--- config.mk ---
export PLATFORM = sky130hd
export DESIGN_NAME = zqo_ctl_flat
export DESIGN_NICKNAME = d
export VERILOG_FILES = /design/src/hdl/zqo_pkg.sv /design/src/hdl/zqo_if.sv /design/src/hdl/zqo_ctl.sv /design/src/flat_wrapper.sv
export VERILOG_INCLUDE_DIRS = /design/src /design/src/hdl
export SDC_FILE = /design/constraint.sdc
export NUM_CORES = 1
export LEC_CHECK = 0
export ABC_AREA = 1
export ABC_CLOCK_PERIOD_IN_PS = 3400
export BUFFER_PORTS_ARGS = -buffer_cell sky130_fd_sc_hd__buf_2
export CORE_UTILIZATION = 45
export DETAILED_ROUTE_END_ITERATION = 10
export PLACE_DENSITY = 0.76
export RECOVER_POWER = 50
export SYNTH_ARGS = -nofsm -noshare
export SYNTH_HDL_FRONTEND = slang
export SYNTH_SLANG_ARGS = --single-unit
--- constraint.sdc ---
create_clock -name clk_i -period 3.4 [get_ports clk_i]
set_input_delay 1.02 -clock clk_i [delete_from_list [all_inputs] [get_ports clk_i]]
set_output_delay 1.02 -clock clk_i [all_outputs]
set_load 0.005 [all_outputs]
--- src/hdl/zqo_defines.svh ---
`ifndef ZQO_DEFINES_SVH
`define ZQO_DEFINES_SVH
// clock
`define ZQO_CLK_MHZ        40
// calibration windows in memory clocks
`define ZQO_INIT_WIN_NCK   1024
`define ZQO_OPER_WIN_NCK   512
`define ZQO_SHORT_WIN_NCK  64
// termination periods and latency in memory clocks
`define ZQO_WR_PERIOD_NCK  6
`define ZQO_RD_PERIOD_NCK  6
`define ZQO_NOM_LAT_NCK    7
// controller times in ns
`define ZQO_TRP_NS         15
`define ZQO_SELF_REFRESH_EXIT_TO_CAL_TIME_NS        300
// mode register fields
`define ZQO_MR1_NOM_LSB    8
`define ZQO_MR1_TERMINATION_STROBE_PAIR_BIT   11
`define ZQO_MR2_WR_LSB     9
`define ZQO_MR5_PARK_LSB   6
// apb register offsets
`define ZQO_REG_CMD        8'h00
`define ZQO_REG_PIN        8'h04
`define ZQO_REG_WCFG       8'h08
`define ZQO_REG_STAT       8'h0c
// cmd register fields
`define ZQO_CMD_SEL_LSB    4
`define ZQO_CMD_DATA_LSB   16
// wcfg register fields
`define ZQO_WCFG_CWL_LSB   0
`define ZQO_WCFG_CCD_LSB   8
`define ZQO_WCFG_PRE2_BIT  16
`define ZQO_WCFG_CRC_BIT   17
// write configuration values
`define ZQO_CWL_RST        5'h09
`define ZQO_CWL_FORBID     5'h09
`define ZQO_CCD_RST        4'h4
`define ZQO_CCD_FORBID     4'h6
`define ZQO_CCD_SAFE       4'h7
// status bits
`define ZQO_STAT_PEND_BIT  0
`define ZQO_STAT_CAL_BIT   1
`define ZQO_STAT_SR_BIT    2
`define ZQO_STAT_ERR_BIT   3
`endif

--- src/hdl/zqo_pkg.sv ---
package zqo_pkg;
	typedef enum logic [3:0] {
		ZQO_CMD_NOP,
		ZQO_CMD_MRS,
		ZQO_CMD_PREA,
		ZQO_CMD_LONG_CALIBRATION_CMD,
		ZQO_CMD_SHORT_CALIBRATION_CMD,
		ZQO_CMD_SRE,
		ZQO_CMD_SRX,
		ZQO_CMD_RD,
		ZQO_CMD_WR
	} zqo_cmd_e;
	typedef enum logic [1:0] {
		ZQO_TERM_OFF,
		ZQO_TERM_WR,
		ZQO_TERM_NOM,
		ZQO_TERM_PARK
	} zqo_term_e;
	typedef enum logic [1:0] {
		ZQO_ST_IDLE,
		ZQO_ST_RP,
		ZQO_ST_QUIET
	} zqo_state_e;
	function automatic logic zqo_is_cal(input zqo_cmd_e c);
		return (c == ZQO_CMD_LONG_CALIBRATION_CMD) || (c == ZQO_CMD_SHORT_CALIBRATION_CMD);
	endfunction
endpackage

--- src/hdl/zqo_if.sv ---
`timescale 1ns/100ps
interface zqo_if;
	import zqo_pkg::*;
	zqo_cmd_e    cmd;
	logic [2:0]  mr_sel;
	logic [13:0] mr_data;
	logic        odt;
	logic        cke;
	logic        cal_busy;
	modport dev (input cmd, input mr_sel, input mr_data, input odt,
		input cke, output cal_busy);
	modport ctl (output cmd, output mr_sel, output mr_data, output odt,
		output cke, input cal_busy);
endinterface

--- src/hdl/zqo_ctl.sv ---
// Added by the designer: the APB register port and the register addresses.
`timescale 1ns/100ps
`include "zqo_defines.svh"
module zqo_ctl
	import zqo_pkg::*;
#(
	parameter int INIT_WIN  = `ZQO_INIT_WIN_NCK,
	parameter int OPER_WIN  = `ZQO_OPER_WIN_NCK,
	parameter int SHORT_WIN = `ZQO_SHORT_WIN_NCK,
	parameter int TRP_NS    = `ZQO_TRP_NS,
	parameter int SELF_REFRESH_EXIT_TO_CAL_TIME_NS   = `ZQO_SELF_REFRESH_EXIT_TO_CAL_TIME_NS
) (
	input  wire logic        clk_i,
	input  wire logic        srst_i,
	input  wire logic        psel_i,
	input  wire logic        penable_i,
	input  wire logic        pwrite_i,
	input  wire logic [7:0]  paddr_i,
	input  wire logic [31:0] pwdata_i,
	output logic [31:0]      prdata_o,
	output logic             pready_o,
	output logic             pslverr_o,
	zqo_if.ctl               lnk
);
	localparam int TRP_CYC  = (TRP_NS * `ZQO_CLK_MHZ + 999) / 1000;
	localparam int SELF_REFRESH_EXIT_TO_CAL_TIME_CYC = (SELF_REFRESH_EXIT_TO_CAL_TIME_NS * `ZQO_CLK_MHZ + 999) / 1000;

	zqo_state_e  st_ff;
	zqo_state_e  nxt_st;
	zqo_cmd_e    req_cmd_ff;
	zqo_cmd_e    nxt_cmd;
	logic        req_ff;
	logic        nxt_req;
	logic [2:0]  req_sel_ff;
	logic [13:0] req_data_ff;
	logic [15:0] wait_ff;
	logic [15:0] nxt_wait;
	logic [15:0] xsf_ff;
	logic [3:0]  ccd_cnt_ff;
	logic        pre_ok_ff;
	logic        first_done_ff;
	logic        odt_sw_ff;
	logic        cke_sw_ff;
	logic [4:0]  cwl_ff;
	logic [3:0]  ccd_ff;
	logic        pre2_ff;
	logic        crc_ff;
	logic        err_ff;

	////////////////////////////////////////////////////////////////////////
	// apb decode
	wire acc   = psel_i && penable_i && !pready_o;
	wire done  = psel_i && penable_i && pready_o;
	wire wr_ok = done && pwrite_i && !pslverr_o;
	wire a_cmd  = paddr_i == `ZQO_REG_CMD;
	wire a_pin  = paddr_i == `ZQO_REG_PIN;
	wire a_wcfg = paddr_i == `ZQO_REG_WCFG;
	wire a_stat = paddr_i == `ZQO_REG_STAT;
	wire mapped = a_cmd || a_pin || a_wcfg || a_stat;
	wire busy   = req_ff || (st_ff != ZQO_ST_IDLE);
	wire cmd_take = wr_ok && a_cmd && !busy;
	wire [4:0] w_cwl  = pwdata_i[`ZQO_WCFG_CWL_LSB +: 5];
	wire       w_pre2 = pwdata_i[`ZQO_WCFG_PRE2_BIT];
	wire wcfg_bad = w_pre2 && (w_cwl <= `ZQO_CWL_FORBID);
	wire wcfg_take = wr_ok && a_wcfg && !wcfg_bad;
	wire refuse = (wr_ok && a_cmd && busy) || (wr_ok && a_wcfg && wcfg_bad);
	wire [3:0] ccd_eff = (pre2_ff && crc_ff && (ccd_ff == `ZQO_CCD_FORBID)) ?
		`ZQO_CCD_SAFE : ccd_ff;
	wire [31:0] stat_word = {28'h0, err_ff, lnk.cal_busy,
		1'b0, busy};
	wire [31:0] rd_word = a_cmd ? {2'h0, req_data_ff, 9'h0, req_sel_ff,
		req_cmd_ff} :
		a_pin ? {30'h0, cke_sw_ff, odt_sw_ff} :
		a_wcfg ? {14'h0, crc_ff, pre2_ff, 4'h0, ccd_ff, 3'h0, cwl_ff} :
		stat_word;
	wire [15:0] cal_win = (req_cmd_ff == ZQO_CMD_SHORT_CALIBRATION_CMD) ? 16'(SHORT_WIN) :
		first_done_ff ? 16'(OPER_WIN) : 16'(INIT_WIN);

	////////////////////////////////////////////////////////////////////////
	// issue sequencer
	always_comb begin
		nxt_st   = st_ff;
		nxt_cmd  = ZQO_CMD_NOP;
		nxt_req  = req_ff;
		nxt_wait = wait_ff;
		unique case (st_ff)
			ZQO_ST_IDLE: begin
				if (req_ff && zqo_is_cal(req_cmd_ff)) begin
					if (!pre_ok_ff) begin
						nxt_cmd  = ZQO_CMD_PREA;
						nxt_st   = ZQO_ST_RP;
						nxt_wait = 16'(TRP_CYC);
					end else if (xsf_ff == 16'h0000) begin
						nxt_cmd  = req_cmd_ff;
						nxt_req  = 1'b0;
						nxt_st   = ZQO_ST_QUIET;
						nxt_wait = cal_win;
					end
				end else if (req_ff) begin
					if ((req_cmd_ff != ZQO_CMD_WR) || (ccd_cnt_ff == 4'h0)) begin
						nxt_cmd = req_cmd_ff;
						nxt_req = 1'b0;
					end
				end else if (cmd_take) begin
					nxt_req = 1'b1;
				end
			end
			ZQO_ST_RP: begin
				nxt_wait = wait_ff - 16'h0001;
				if (wait_ff == 16'h0001) begin
					nxt_st = ZQO_ST_IDLE;
				end
			end
			ZQO_ST_QUIET: begin
				nxt_wait = wait_ff - 16'h0001;
				if (wait_ff == 16'h0001) begin
					nxt_st = ZQO_ST_IDLE;
				end
			end
		endcase
	end

	always_ff @(posedge clk_i) begin
		if (srst_i) begin
			st_ff         <= ZQO_ST_IDLE;
			req_ff        <= 1'b0;
			wait_ff       <= 16'h0000;
			pre_ok_ff     <= 1'b0;
			first_done_ff <= 1'b0;
			xsf_ff        <= 16'h0000;
			ccd_cnt_ff    <= 4'h0;
		end else begin
			st_ff   <= nxt_st;
			req_ff  <= nxt_req;
			wait_ff <= nxt_wait;
			if (nxt_cmd == ZQO_CMD_PREA) begin
				pre_ok_ff <= 1'b1;
			end else if ((nxt_cmd == ZQO_CMD_RD) || (nxt_cmd == ZQO_CMD_WR)) begin
				pre_ok_ff <= 1'b0;
			end
			if (nxt_cmd == ZQO_CMD_LONG_CALIBRATION_CMD) begin
				first_done_ff <= 1'b1;
			end
			if (nxt_cmd == ZQO_CMD_SRX) begin
				xsf_ff <= 16'(SELF_REFRESH_EXIT_TO_CAL_TIME_CYC);
			end else if (xsf_ff != 16'h0000) begin
				xsf_ff <= xsf_ff - 16'h0001;
			end
			if (nxt_cmd == ZQO_CMD_WR) begin
				ccd_cnt_ff <= ccd_eff - 4'h1;
			end else if (ccd_cnt_ff != 4'h0) begin
				ccd_cnt_ff <= ccd_cnt_ff - 4'h1;
			end
		end
	end

	////////////////////////////////////////////////////////////////////////
	// registers and apb answer
	always_ff @(posedge clk_i) begin
		if (srst_i) begin
			req_cmd_ff  <= ZQO_CMD_NOP;
			req_sel_ff  <= 3'h0;
			req_data_ff <= 14'h0000;
			odt_sw_ff   <= 1'b0;
			cke_sw_ff   <= 1'b1;
			cwl_ff      <= `ZQO_CWL_RST;
			ccd_ff      <= `ZQO_CCD_RST;
			pre2_ff     <= 1'b0;
			crc_ff      <= 1'b0;
			err_ff      <= 1'b0;
			prdata_o    <= 32'h0000_0000;
			pready_o    <= 1'b0;
			pslverr_o   <= 1'b0;
		end else begin
			pready_o  <= acc;
			pslverr_o <= acc && !mapped;
			if (acc && !pwrite_i) begin
				prdata_o <= mapped ? rd_word : 32'h0000_0000;
			end
			if (cmd_take) begin
				req_cmd_ff  <= zqo_cmd_e'(pwdata_i[3:0]);
				req_sel_ff  <= pwdata_i[`ZQO_CMD_SEL_LSB +: 3];
				req_data_ff <= pwdata_i[`ZQO_CMD_DATA_LSB +: 14];
			end
			if (wr_ok && a_pin) begin
				odt_sw_ff <= pwdata_i[0];
				cke_sw_ff <= pwdata_i[1];
			end
			if (wcfg_take) begin
				cwl_ff  <= w_cwl;
				ccd_ff  <= pwdata_i[`ZQO_WCFG_CCD_LSB +: 4];
				pre2_ff <= w_pre2;
				crc_ff  <= pwdata_i[`ZQO_WCFG_CRC_BIT];
			end
			// sticky error, set wins over clear
			if (refuse) begin
				err_ff <= 1'b1;
			end else if (wr_ok && a_stat && pwdata_i[`ZQO_STAT_ERR_BIT]) begin
				err_ff <= 1'b0;
			end
		end
	end

	////////////////////////////////////////////////////////////////////////
	// link drive
	wire quiet_n = (nxt_st != ZQO_ST_QUIET) && (st_ff != ZQO_ST_QUIET);
	always_ff @(posedge clk_i) begin
		if (srst_i) begin
			lnk.cmd     <= ZQO_CMD_NOP;
			lnk.mr_sel  <= 3'h0;
			lnk.mr_data <= 14'h0000;
			lnk.odt     <= 1'b0;
			lnk.cke     <= 1'b1;
		end else begin
			lnk.cmd     <= nxt_cmd;
			lnk.mr_sel  <= req_sel_ff;
			lnk.mr_data <= req_data_ff;
			lnk.odt     <= odt_sw_ff && quiet_n;
			// clock enable held high during calibration
			lnk.cke     <= cke_sw_ff || !quiet_n;
		end
	end
endmodule

--- src/flat_wrapper.sv ---
// flat-port wrapper written by rule: the top's interface ports become plain ports
module zqo_ctl_flat import zqo_pkg::*;
#(
	parameter int INIT_WIN  = `ZQO_INIT_WIN_NCK,
	parameter int OPER_WIN  = `ZQO_OPER_WIN_NCK,
	parameter int SHORT_WIN = `ZQO_SHORT_WIN_NCK,
	parameter int TRP_NS    = `ZQO_TRP_NS,
	parameter int SELF_REFRESH_EXIT_TO_CAL_TIME_NS   = `ZQO_SELF_REFRESH_EXIT_TO_CAL_TIME_NS
)
  (clk_i, srst_i, psel_i, penable_i, pwrite_i, paddr_i, pwdata_i, prdata_o, pready_o, pslverr_o, lnk_cmd, lnk_mr_sel, lnk_mr_data, lnk_odt, lnk_cke, lnk_cal_busy);
  zqo_if lnk_i ();
  input  wire logic clk_i;
  input  wire logic srst_i;
  input  wire logic psel_i;
  input  wire logic penable_i;
  input  wire logic pwrite_i;
  input  wire logic [7:0] paddr_i;
  input  wire logic [31:0] pwdata_i;
  output logic [31:0] prdata_o;
  output logic pready_o;
  output logic pslverr_o;
  output wire logic [$bits(lnk_i.cmd)-1:0] lnk_cmd;
  output wire logic [$bits(lnk_i.mr_sel)-1:0] lnk_mr_sel;
  output wire logic [$bits(lnk_i.mr_data)-1:0] lnk_mr_data;
  output wire logic [$bits(lnk_i.odt)-1:0] lnk_odt;
  output wire logic [$bits(lnk_i.cke)-1:0] lnk_cke;
  input wire logic [$bits(lnk_i.cal_busy)-1:0] lnk_cal_busy;
  assign lnk_cmd = lnk_i.cmd;
  assign lnk_mr_sel = lnk_i.mr_sel;
  assign lnk_mr_data = lnk_i.mr_data;
  assign lnk_odt = lnk_i.odt;
  assign lnk_cke = lnk_i.cke;
  assign lnk_i.cal_busy = lnk_cal_busy;
  zqo_ctl #(.INIT_WIN(INIT_WIN), .OPER_WIN(OPER_WIN), .SHORT_WIN(SHORT_WIN), .TRP_NS(TRP_NS), .SELF_REFRESH_EXIT_TO_CAL_TIME_NS(SELF_REFRESH_EXIT_TO_CAL_TIME_NS)) u_core (.clk_i(clk_i), .srst_i(srst_i), .psel_i(psel_i), .penable_i(penable_i), .pwrite_i(pwrite_i), .paddr_i(paddr_i), .pwdata_i(pwdata_i), .prdata_o(prdata_o), .pready_o(pready_o), .pslverr_o(pslverr_o), .lnk(lnk_i));
endmodule
==> run_results.csv, run 1 <==
group,metric,value,unit
yosys,synth_top_cell_by_area,"dfxtp_1",
place,numPortBuffers,88,
route,drc,0,
timing,hold_viol,0,
die,io-pin-count,103,
power_and_ir_drop,p_per_area,680.9,mW/mm²
yosys,syn_area_per_cell,7.867,µm²
power_and_ir_drop,p_sw,1.368,mW
timing,maxSlewViolCount,0,
worst_setup_path,cp_cell_sequence,"buf_2 > nor2_1 > inv_1 > nor4_1 > clkinv_1 > nor2_4 > a32o_1",
yosys,synth-edff-count,0,
die,chipWidth,112.3,µm
timing,period_share,0.7750,
grt,grt_pass1_vias,4456,
timing,fin_crit,2635,ps
timing,setup_viol,0,
clock_network,clk_latency,420,ps
yosys,synth_ff_type,"dfxtp_1",
grt,grt_start_max_net_pins,50,
grt,grt.total_usage,0.1957,
timing,tns,0,ps
die,fp-row-count,39,
clock_network,ctsHoldBuffers,0,
layout,area_delta_synth_final,19.81,%
worst_setup_path,criticalPathCategory,"in -> reg",
yosys,synth.area.top_cells,"dfxtp_1 (46%), a21oi_1 (6.0%), nor2_1 (6.0%)",
layout,fillers,1072,
layout,postLayoutCellArea,0.006560,mm²
yosys,yosysUniqueCellTypes,51,
clock_network,cts_max_level,4,
yosys,syn-cell-area,0.005475,mm²
grt,antenna_found_initial,0,
outcome,status,"completed",
clock_network,cts.sinks,126,
clock_network,cts.path.max_buffers,2,
yosys,async_flop_share,0,
worst_setup_path,endpoint_kind,"register",
timing,rsz0062_at_grt,"false",
clock_network,numCtsBuffers,17,
worst_setup_path,arrival,2990,ps
route,drt-pass1-iter-count,5,
yosys,postSynthCellCount,696,
grt,grt_pass1_wl,19.96,mm
power_and_ir_drop,pwr-share-seq,0.374,
clock_network,cts-resized-gates,0,
power_and_ir_drop,p_comb_frac,0.209,
power_and_ir_drop,p_int,3.098,mW
layout,fin_nets,841,
route,wirelength,11.74,mm
timing,slew_headroom,0.5654,
die,core,0.01161,mm²
timing,fmax,0.3795,GHz
min_path,hp-class,"reg -> reg",
power_and_ir_drop,clkPwrFrac,0.418,
route,drt-wirelength-per-cell,12.43,µm
route,vias_per_cell,4.988,
layout,final_common_cell,"dfxtp_1",
place,dp.final_hpwl,8.158,mm
power_and_ir_drop,sw_frac_of_total,0.3063,
worst_setup_path,cp_max_fo,14,
worst_setup_path,cp_slowest_stage_delay,460,ps
power_and_ir_drop,power,4.466,mW
layout,drive_gt1_frac,0.2010,
worst_setup_path,crit_family,"simple AND/OR/NAND/NOR gates",
power_and_ir_drop,leakagePower,2.849,nW
die,die_area,0.01261,mm²
route,ant_nets,0,
yosys,yosys_warnings,0,
clock_network,clkTransAtPathRegs,60,ps
worst_setup_path,critPathRequiredTime,3750,ps
clock_network,cts_tree,"yes",
worst_setup_path,cpMaxStageDelayCell,"nor4_1",
die,start_util,0.4715,
clock_network,cts_root_buf,"clkbuf_16",
place,placed_cell_area,0.006005,mm²
route,drt-initial-drc-count,209,
route,vias,4709,
timing,tightest_slew,651.2,ps
flow_run,cap_violations,0,
layout,antennaDiodeCount,0,
worst_setup_path,startpoint_type,"input port",
power_and_ir_drop,ir_drop,330.4,µV
yosys,seq_area_frac_synth,0.4607,
worst_setup_path,crit_buf_inv,3,
yosys,synth_top_area_frac,0.4607,
timing,skew,8.878,ps
die,die_h,112.3,µm
clock_network,post-cts-setup-buffers,0,
place,gp_congestion,0.8231,
yosys,synth.ff_latch_count,126,
layout,final_cell_mix,"dfxtp_1 (126), nor2_1 (91), nand2_1 (89)",
grt,overflow,0,
-- tightest hold or removal path: cells and delay by family, from the launching register on --
| kind | cells | cell delay [ps] |
|---|---|---|
| flip-flops | 1 | 300 |
| AND/OR/NAND/NOR | 1 | 50 |
| buffers and inverters | 1 | 60 |
-- power groups by stage --
stage | clock, mW | combinational, mW | sequential [mW]
global route | 1.96 | 1.08 | 1.69
global placement | 0 | 0.927 | 1.70
detailed placement | 0 | 0.935 | 1.70
finish | 1.87 | 0.931 | 1.67
CTS | 1.88 | 0.947 | 1.67
floorplan | 0 | 0.778 | 1.68
-- area by class of cell --
cell class                 count  area, µm²  share of cell area
timing repair buffer          94      456.7             0.06962
tap                          143      178.9             0.02727
inverter                      95      356.6             0.05436
clock inverter                14      185.2             0.02823
sequential                   126       2522              0.3845
clock buffer                  18      429.2             0.06542
multi-input combinational    454       2431              0.3706
-- sequential cells by signal, summed over array words and instances (netlist names), 2 cells and up --
name,cells
u_core.prdata_o,25
u_core.wait_ff,16
u_core.xsf_ff,16
u_core.lnk.mr_data,14
u_core.req_data_ff,14
u_core.cwl_ff,5
u_core.ccd_cnt_ff,4
u_core.ccd_ff,4
u_core.lnk.cmd,4
u_core.req_cmd_ff,4
u_core.lnk.mr_sel,3
u_core.req_sel_ff,3
u_core.st_ff,2
-- Yosys cell counts (2+ instances only) --
master      n
nand3_1    27
buf_4       7
nor2_1     88
or2_2       2
clkbuf_1   15
o31ai_1     2
a32o_1     14
a21oi_1    66
inv_1      84
o22ai_1     4
nor3b_1     2
nand3_2     2
nand2_1    86
o21ai_0    50
a31oi_1     2
dfxtp_1   126
xor2_1     10
xnor2_1     3
nor3_1      9
nor4_2      3
nor2_4      4
nor3_2      2
ha_1        7
o211ai_1    2
nor2_2     18
nand4_2     2
nand2_2    13
nand3b_1    3
o21ai_1     4
o21bai_1    2
a211oi_1    3
buf_6       4
nand4_1     3
inv_2      10
-- cell families after synthesis --
logic type / after synthesis / synth area share
xor gates and xnor gates: 13 / 0.02080
and+or+nand+nor: 270 / 0.2406
DFF: 126 / 0.4607
AOI/OAI and AO/OA: 157 / 0.1673
buffers and inverters: 122 / 0.09392
adders and majority gates: 7 / 0.01600
other: 1 / 0.0006849
-- through the flow --
stage	setup WS, ps	instances	util	hold WS [ps]
floorplan	1128	702	-	421.4
global placement	773.3	912	0.5170	431.4
detailed placement	723.0	912	0.5170	436.0
CTS	1127	944	0.5699	446.5
global route	598.2	944	0.5649	469.2
finish	765.1	944	0.5649	449.1
-- metal layers --
metal | track usage | wire length [µm] | vias up
li1 | - | - | 2459
met1 | 0.2386 | 5371 | 2146
met2 | 0.3362 | 5696 | 89
met3 | 0.04374 | 488 | 15
met4 | 0.07644 | 180 | 0
met5 | 0 | 0 | -
-- final timing paths --
| path | startpoint | endpoint | slack [ps] | cells past startpoint |
|---|---|---|---|---|
| max reg2reg | u_core.xsf_ff[0]$_SDFFE_PP0P_ | u_core.wait_ff[15]$_SDFFE_PP0P_ | 1160 | 13 |
| min | u_core.req_sel_ff[1]$_SDFFE_PP0P_ | u_core.lnk.mr_sel[1]$_SDFF_PP0_ | 450 | 2 |
| max | paddr_i[1] | u_core.prdata_o[25]$_SDFFE_PP0P_ | 770 | 7 |
| min reg2reg | u_core.req_sel_ff[1]$_SDFFE_PP0P_ | u_core.lnk.mr_sel[1]$_SDFF_PP0_ | 450 | 2 |
Power figures use the tool's default switching activity.
==> run 2, diff against run 1 <==
ABC_CLOCK_PERIOD_IN_PS = 2330   (was 3400)
PLACE_DENSITY = 0.78   (was 0.76)
clock period = 2.33 ns   (was 3.4 ns; I/O delays follow)
==> run 2 against run 1 <==
- flip-flop and latch count unchanged
- critical path depth down 2
- first-iteration DRC count down 12%
- via count up 1.5%
- critical endpoint is now u_core.xsf_ff[5]$_SDFFE_PP0P_
- sequential power up 46%
- core utilization up 0.64 points
- global-route usage up 0.51 points
- sequential share of layout area down 0.43 points
- clock skew down 3.0 ps
==> run_results.csv, run 2 (same netlist as run 1, synthesis figures left out) <==
group,metric,value,unit
clock_network,cts.path.max_buffers,2,
route,drc,0,
layout,final_common_cell,"dfxtp_1",
layout,final_cell_mix,"dfxtp_1 (126), nor2_1 (87), nand2_1 (86)",
clock_network,clkTransAtPathRegs,60,ps
grt,grt_start_max_net_pins,50,
power_and_ir_drop,pwr-share-seq,0.377,
timing,worst_hold_slack,447.6,ps
die,core,0.01161,mm²
die,start_util,0.4715,
worst_setup_path,endpoint_kind,"register",
layout,largest_reg_flops,25,
power_and_ir_drop,leakagePower,2.866,nW
place,numPortBuffers,88,
clock_network,cts_root_buf,"clkbuf_16",
min_path,hp-class,"reg -> reg",
layout,area_delta_synth_final,21.16,%
die,chipWidth,112.3,µm
timing,rsz0062_at_grt,"false",
place,placed_cell_area,0.006070,mm²
die,die_area,0.01261,mm²
die,io-pin-count,103,
clock_network,ctsHoldBuffers,0,
grt,antenna_found_initial,0,
grt,grt_pass1_wl,20.21,mm
power_and_ir_drop,p_comb_frac,0.216,
route,vias_per_cell,5.019,
power_and_ir_drop,power,6.473,mW
clock_network,clk_latency,410,ps
route,wirelength,12.03,mm
worst_setup_path,arrival,2440,ps
timing,setup_viol,0,
layout,antennaDiodeCount,0,
timing,hold_viol,0,
timing,maxSlewViolCount,0,
worst_setup_path,criticalPathCategory,"in -> reg",
die,die_h,112.3,µm
route,drt-pass1-iter-count,5,
route,drt-initial-drc-count,183,
timing,tightest_slew,1066,ps
grt,grt.total_usage,0.2008,
power_and_ir_drop,sw_frac_of_total,0.3057,
power_and_ir_drop,p_int,4.494,mW
route,drt-wirelength-per-cell,12.63,µm
clock_network,numCtsBuffers,17,
worst_setup_path,critPathRequiredTime,2670,ps
place,gp_congestion,0.8463,
layout,reg_top3,"u_core.prdata_o: 25 flops, u_core.wait_ff: 16 flops, u_core.xsf_ff: 16 flops",
power_and_ir_drop,p_per_area,975.8,mW/mm²
timing,tns,0,ps
clock_network,cts.sinks,126,
outcome,status,"completed",
worst_setup_path,cp_max_fo,49,
worst_setup_path,startpoint_type,"input port",
layout,drive_gt1_frac,0.2163,
layout,postLayoutCellArea,0.006634,mm²
flow_run,cap_violations,0,
timing,slew_headroom,0.2895,
clock_network,cts_tree,"yes",
clock_network,cts_max_level,4,
power_and_ir_drop,ir_drop,489.6,µV
die,fp-row-count,39,
grt,overflow,0,
route,ant_nets,0,
timing,fin_crit,2108,ps
layout,regMostFlops,"u_core.prdata_o",
power_and_ir_drop,p_sw,1.979,mW
route,vias,4778,
timing,skew,5.866,ps
place,dp.final_hpwl,8.582,mm
layout,fin_nets,849,
timing,fmax,0.4744,GHz
power_and_ir_drop,clkPwrFrac,0.407,
timing,period_share,0.9047,
grt,grt_pass1_vias,4456,
[run 2: cell types whose count changed in the layout (fill, tap and decap cells not counted), sizes merged]
cell | before | now
buf | 75 | 79
bufinv | 3 | 2
clkbuf | 37 | 43
clkinv | 5 | 7
inv | 98 | 95
[run 2: what timing repair did]
| item | CTS | global route |
|---|---|---|
| buffers inserted | 0 | 1 |
| setup endpoints to repair | 0 | 1 |
| gates resized for setup | 0 | 1 |
[run 2: final timing paths]
kind                                      start                           endpoint  slack (ps)  depth (start not counted)
max                                      srst_i      u_core.xsf_ff[5]$_SDFFE_PP0P_         220                          5
min          u_core.req_data_ff[3]$_SDFFE_PP0P_   u_core.lnk.mr_data[3]$_SDFF_PP0_         450                          2
max reg2reg       u_core.xsf_ff[0]$_SDFFE_PP0P_  u_core.ccd_cnt_ff[2]$_SDFFE_PP0P_         260                         17
min reg2reg  u_core.req_data_ff[3]$_SDFFE_PP0P_   u_core.lnk.mr_data[3]$_SDFF_PP0_         450                          2
[run 2: per-layer routing]
metal / GRT usage / vias to the layer above / wire length, µm
met5: 0 / - / 0
met4: 0.08000 / 0 / 165
met3: 0.05886 / 14 / 545
met2: 0.3433 / 110 / 5842
met1: 0.2369 / 2186 / 5472
li1: - / 2468 / -
[run 2: metrics by stage]
stage	std cells	worst slack (ps)	util
5_1_grt	952	13.54	0.5712
3_5_place_dp	919	190.9	0.5226
3_3_place_gp	919	217.7	0.5226
6_report	952	222.0	0.5712
2_1_floorplan	702	378.8	-
4_1_cts	951	198.4	0.5746
[run 2: critical path, cell delays in order]
cell and delay, ps:
clkbuf_1 280, inv_1 210, buf_2 670, nand2_2 350, a21oi_1 210
[run 2: layout make-up]
cell class | instances | area (µm²)
clock buffer | 20 | 466.7
timing repair buffer | 102 | 509.2
fill | 1072 | 4980
clock inverter | 12 | 136.4
sequential | 126 | 2522
tap | 143 | 178.9
inverter | 95 | 356.6
multi-input combinational | 454 | 2464
[run 2: power groups by stage]
stage / logic, mW / registers [mW] / clock network [mW]
6_report: 1.40 / 2.44 / 2.63
5_1_grt: 1.60 / 2.46 / 2.77
4_1_cts: 1.40 / 2.44 / 2.66
3_5_place_dp: 1.38 / 2.48 / 0
3_3_place_gp: 1.36 / 2.48 / 0
2_1_floorplan: 1.13 / 2.46 / 0
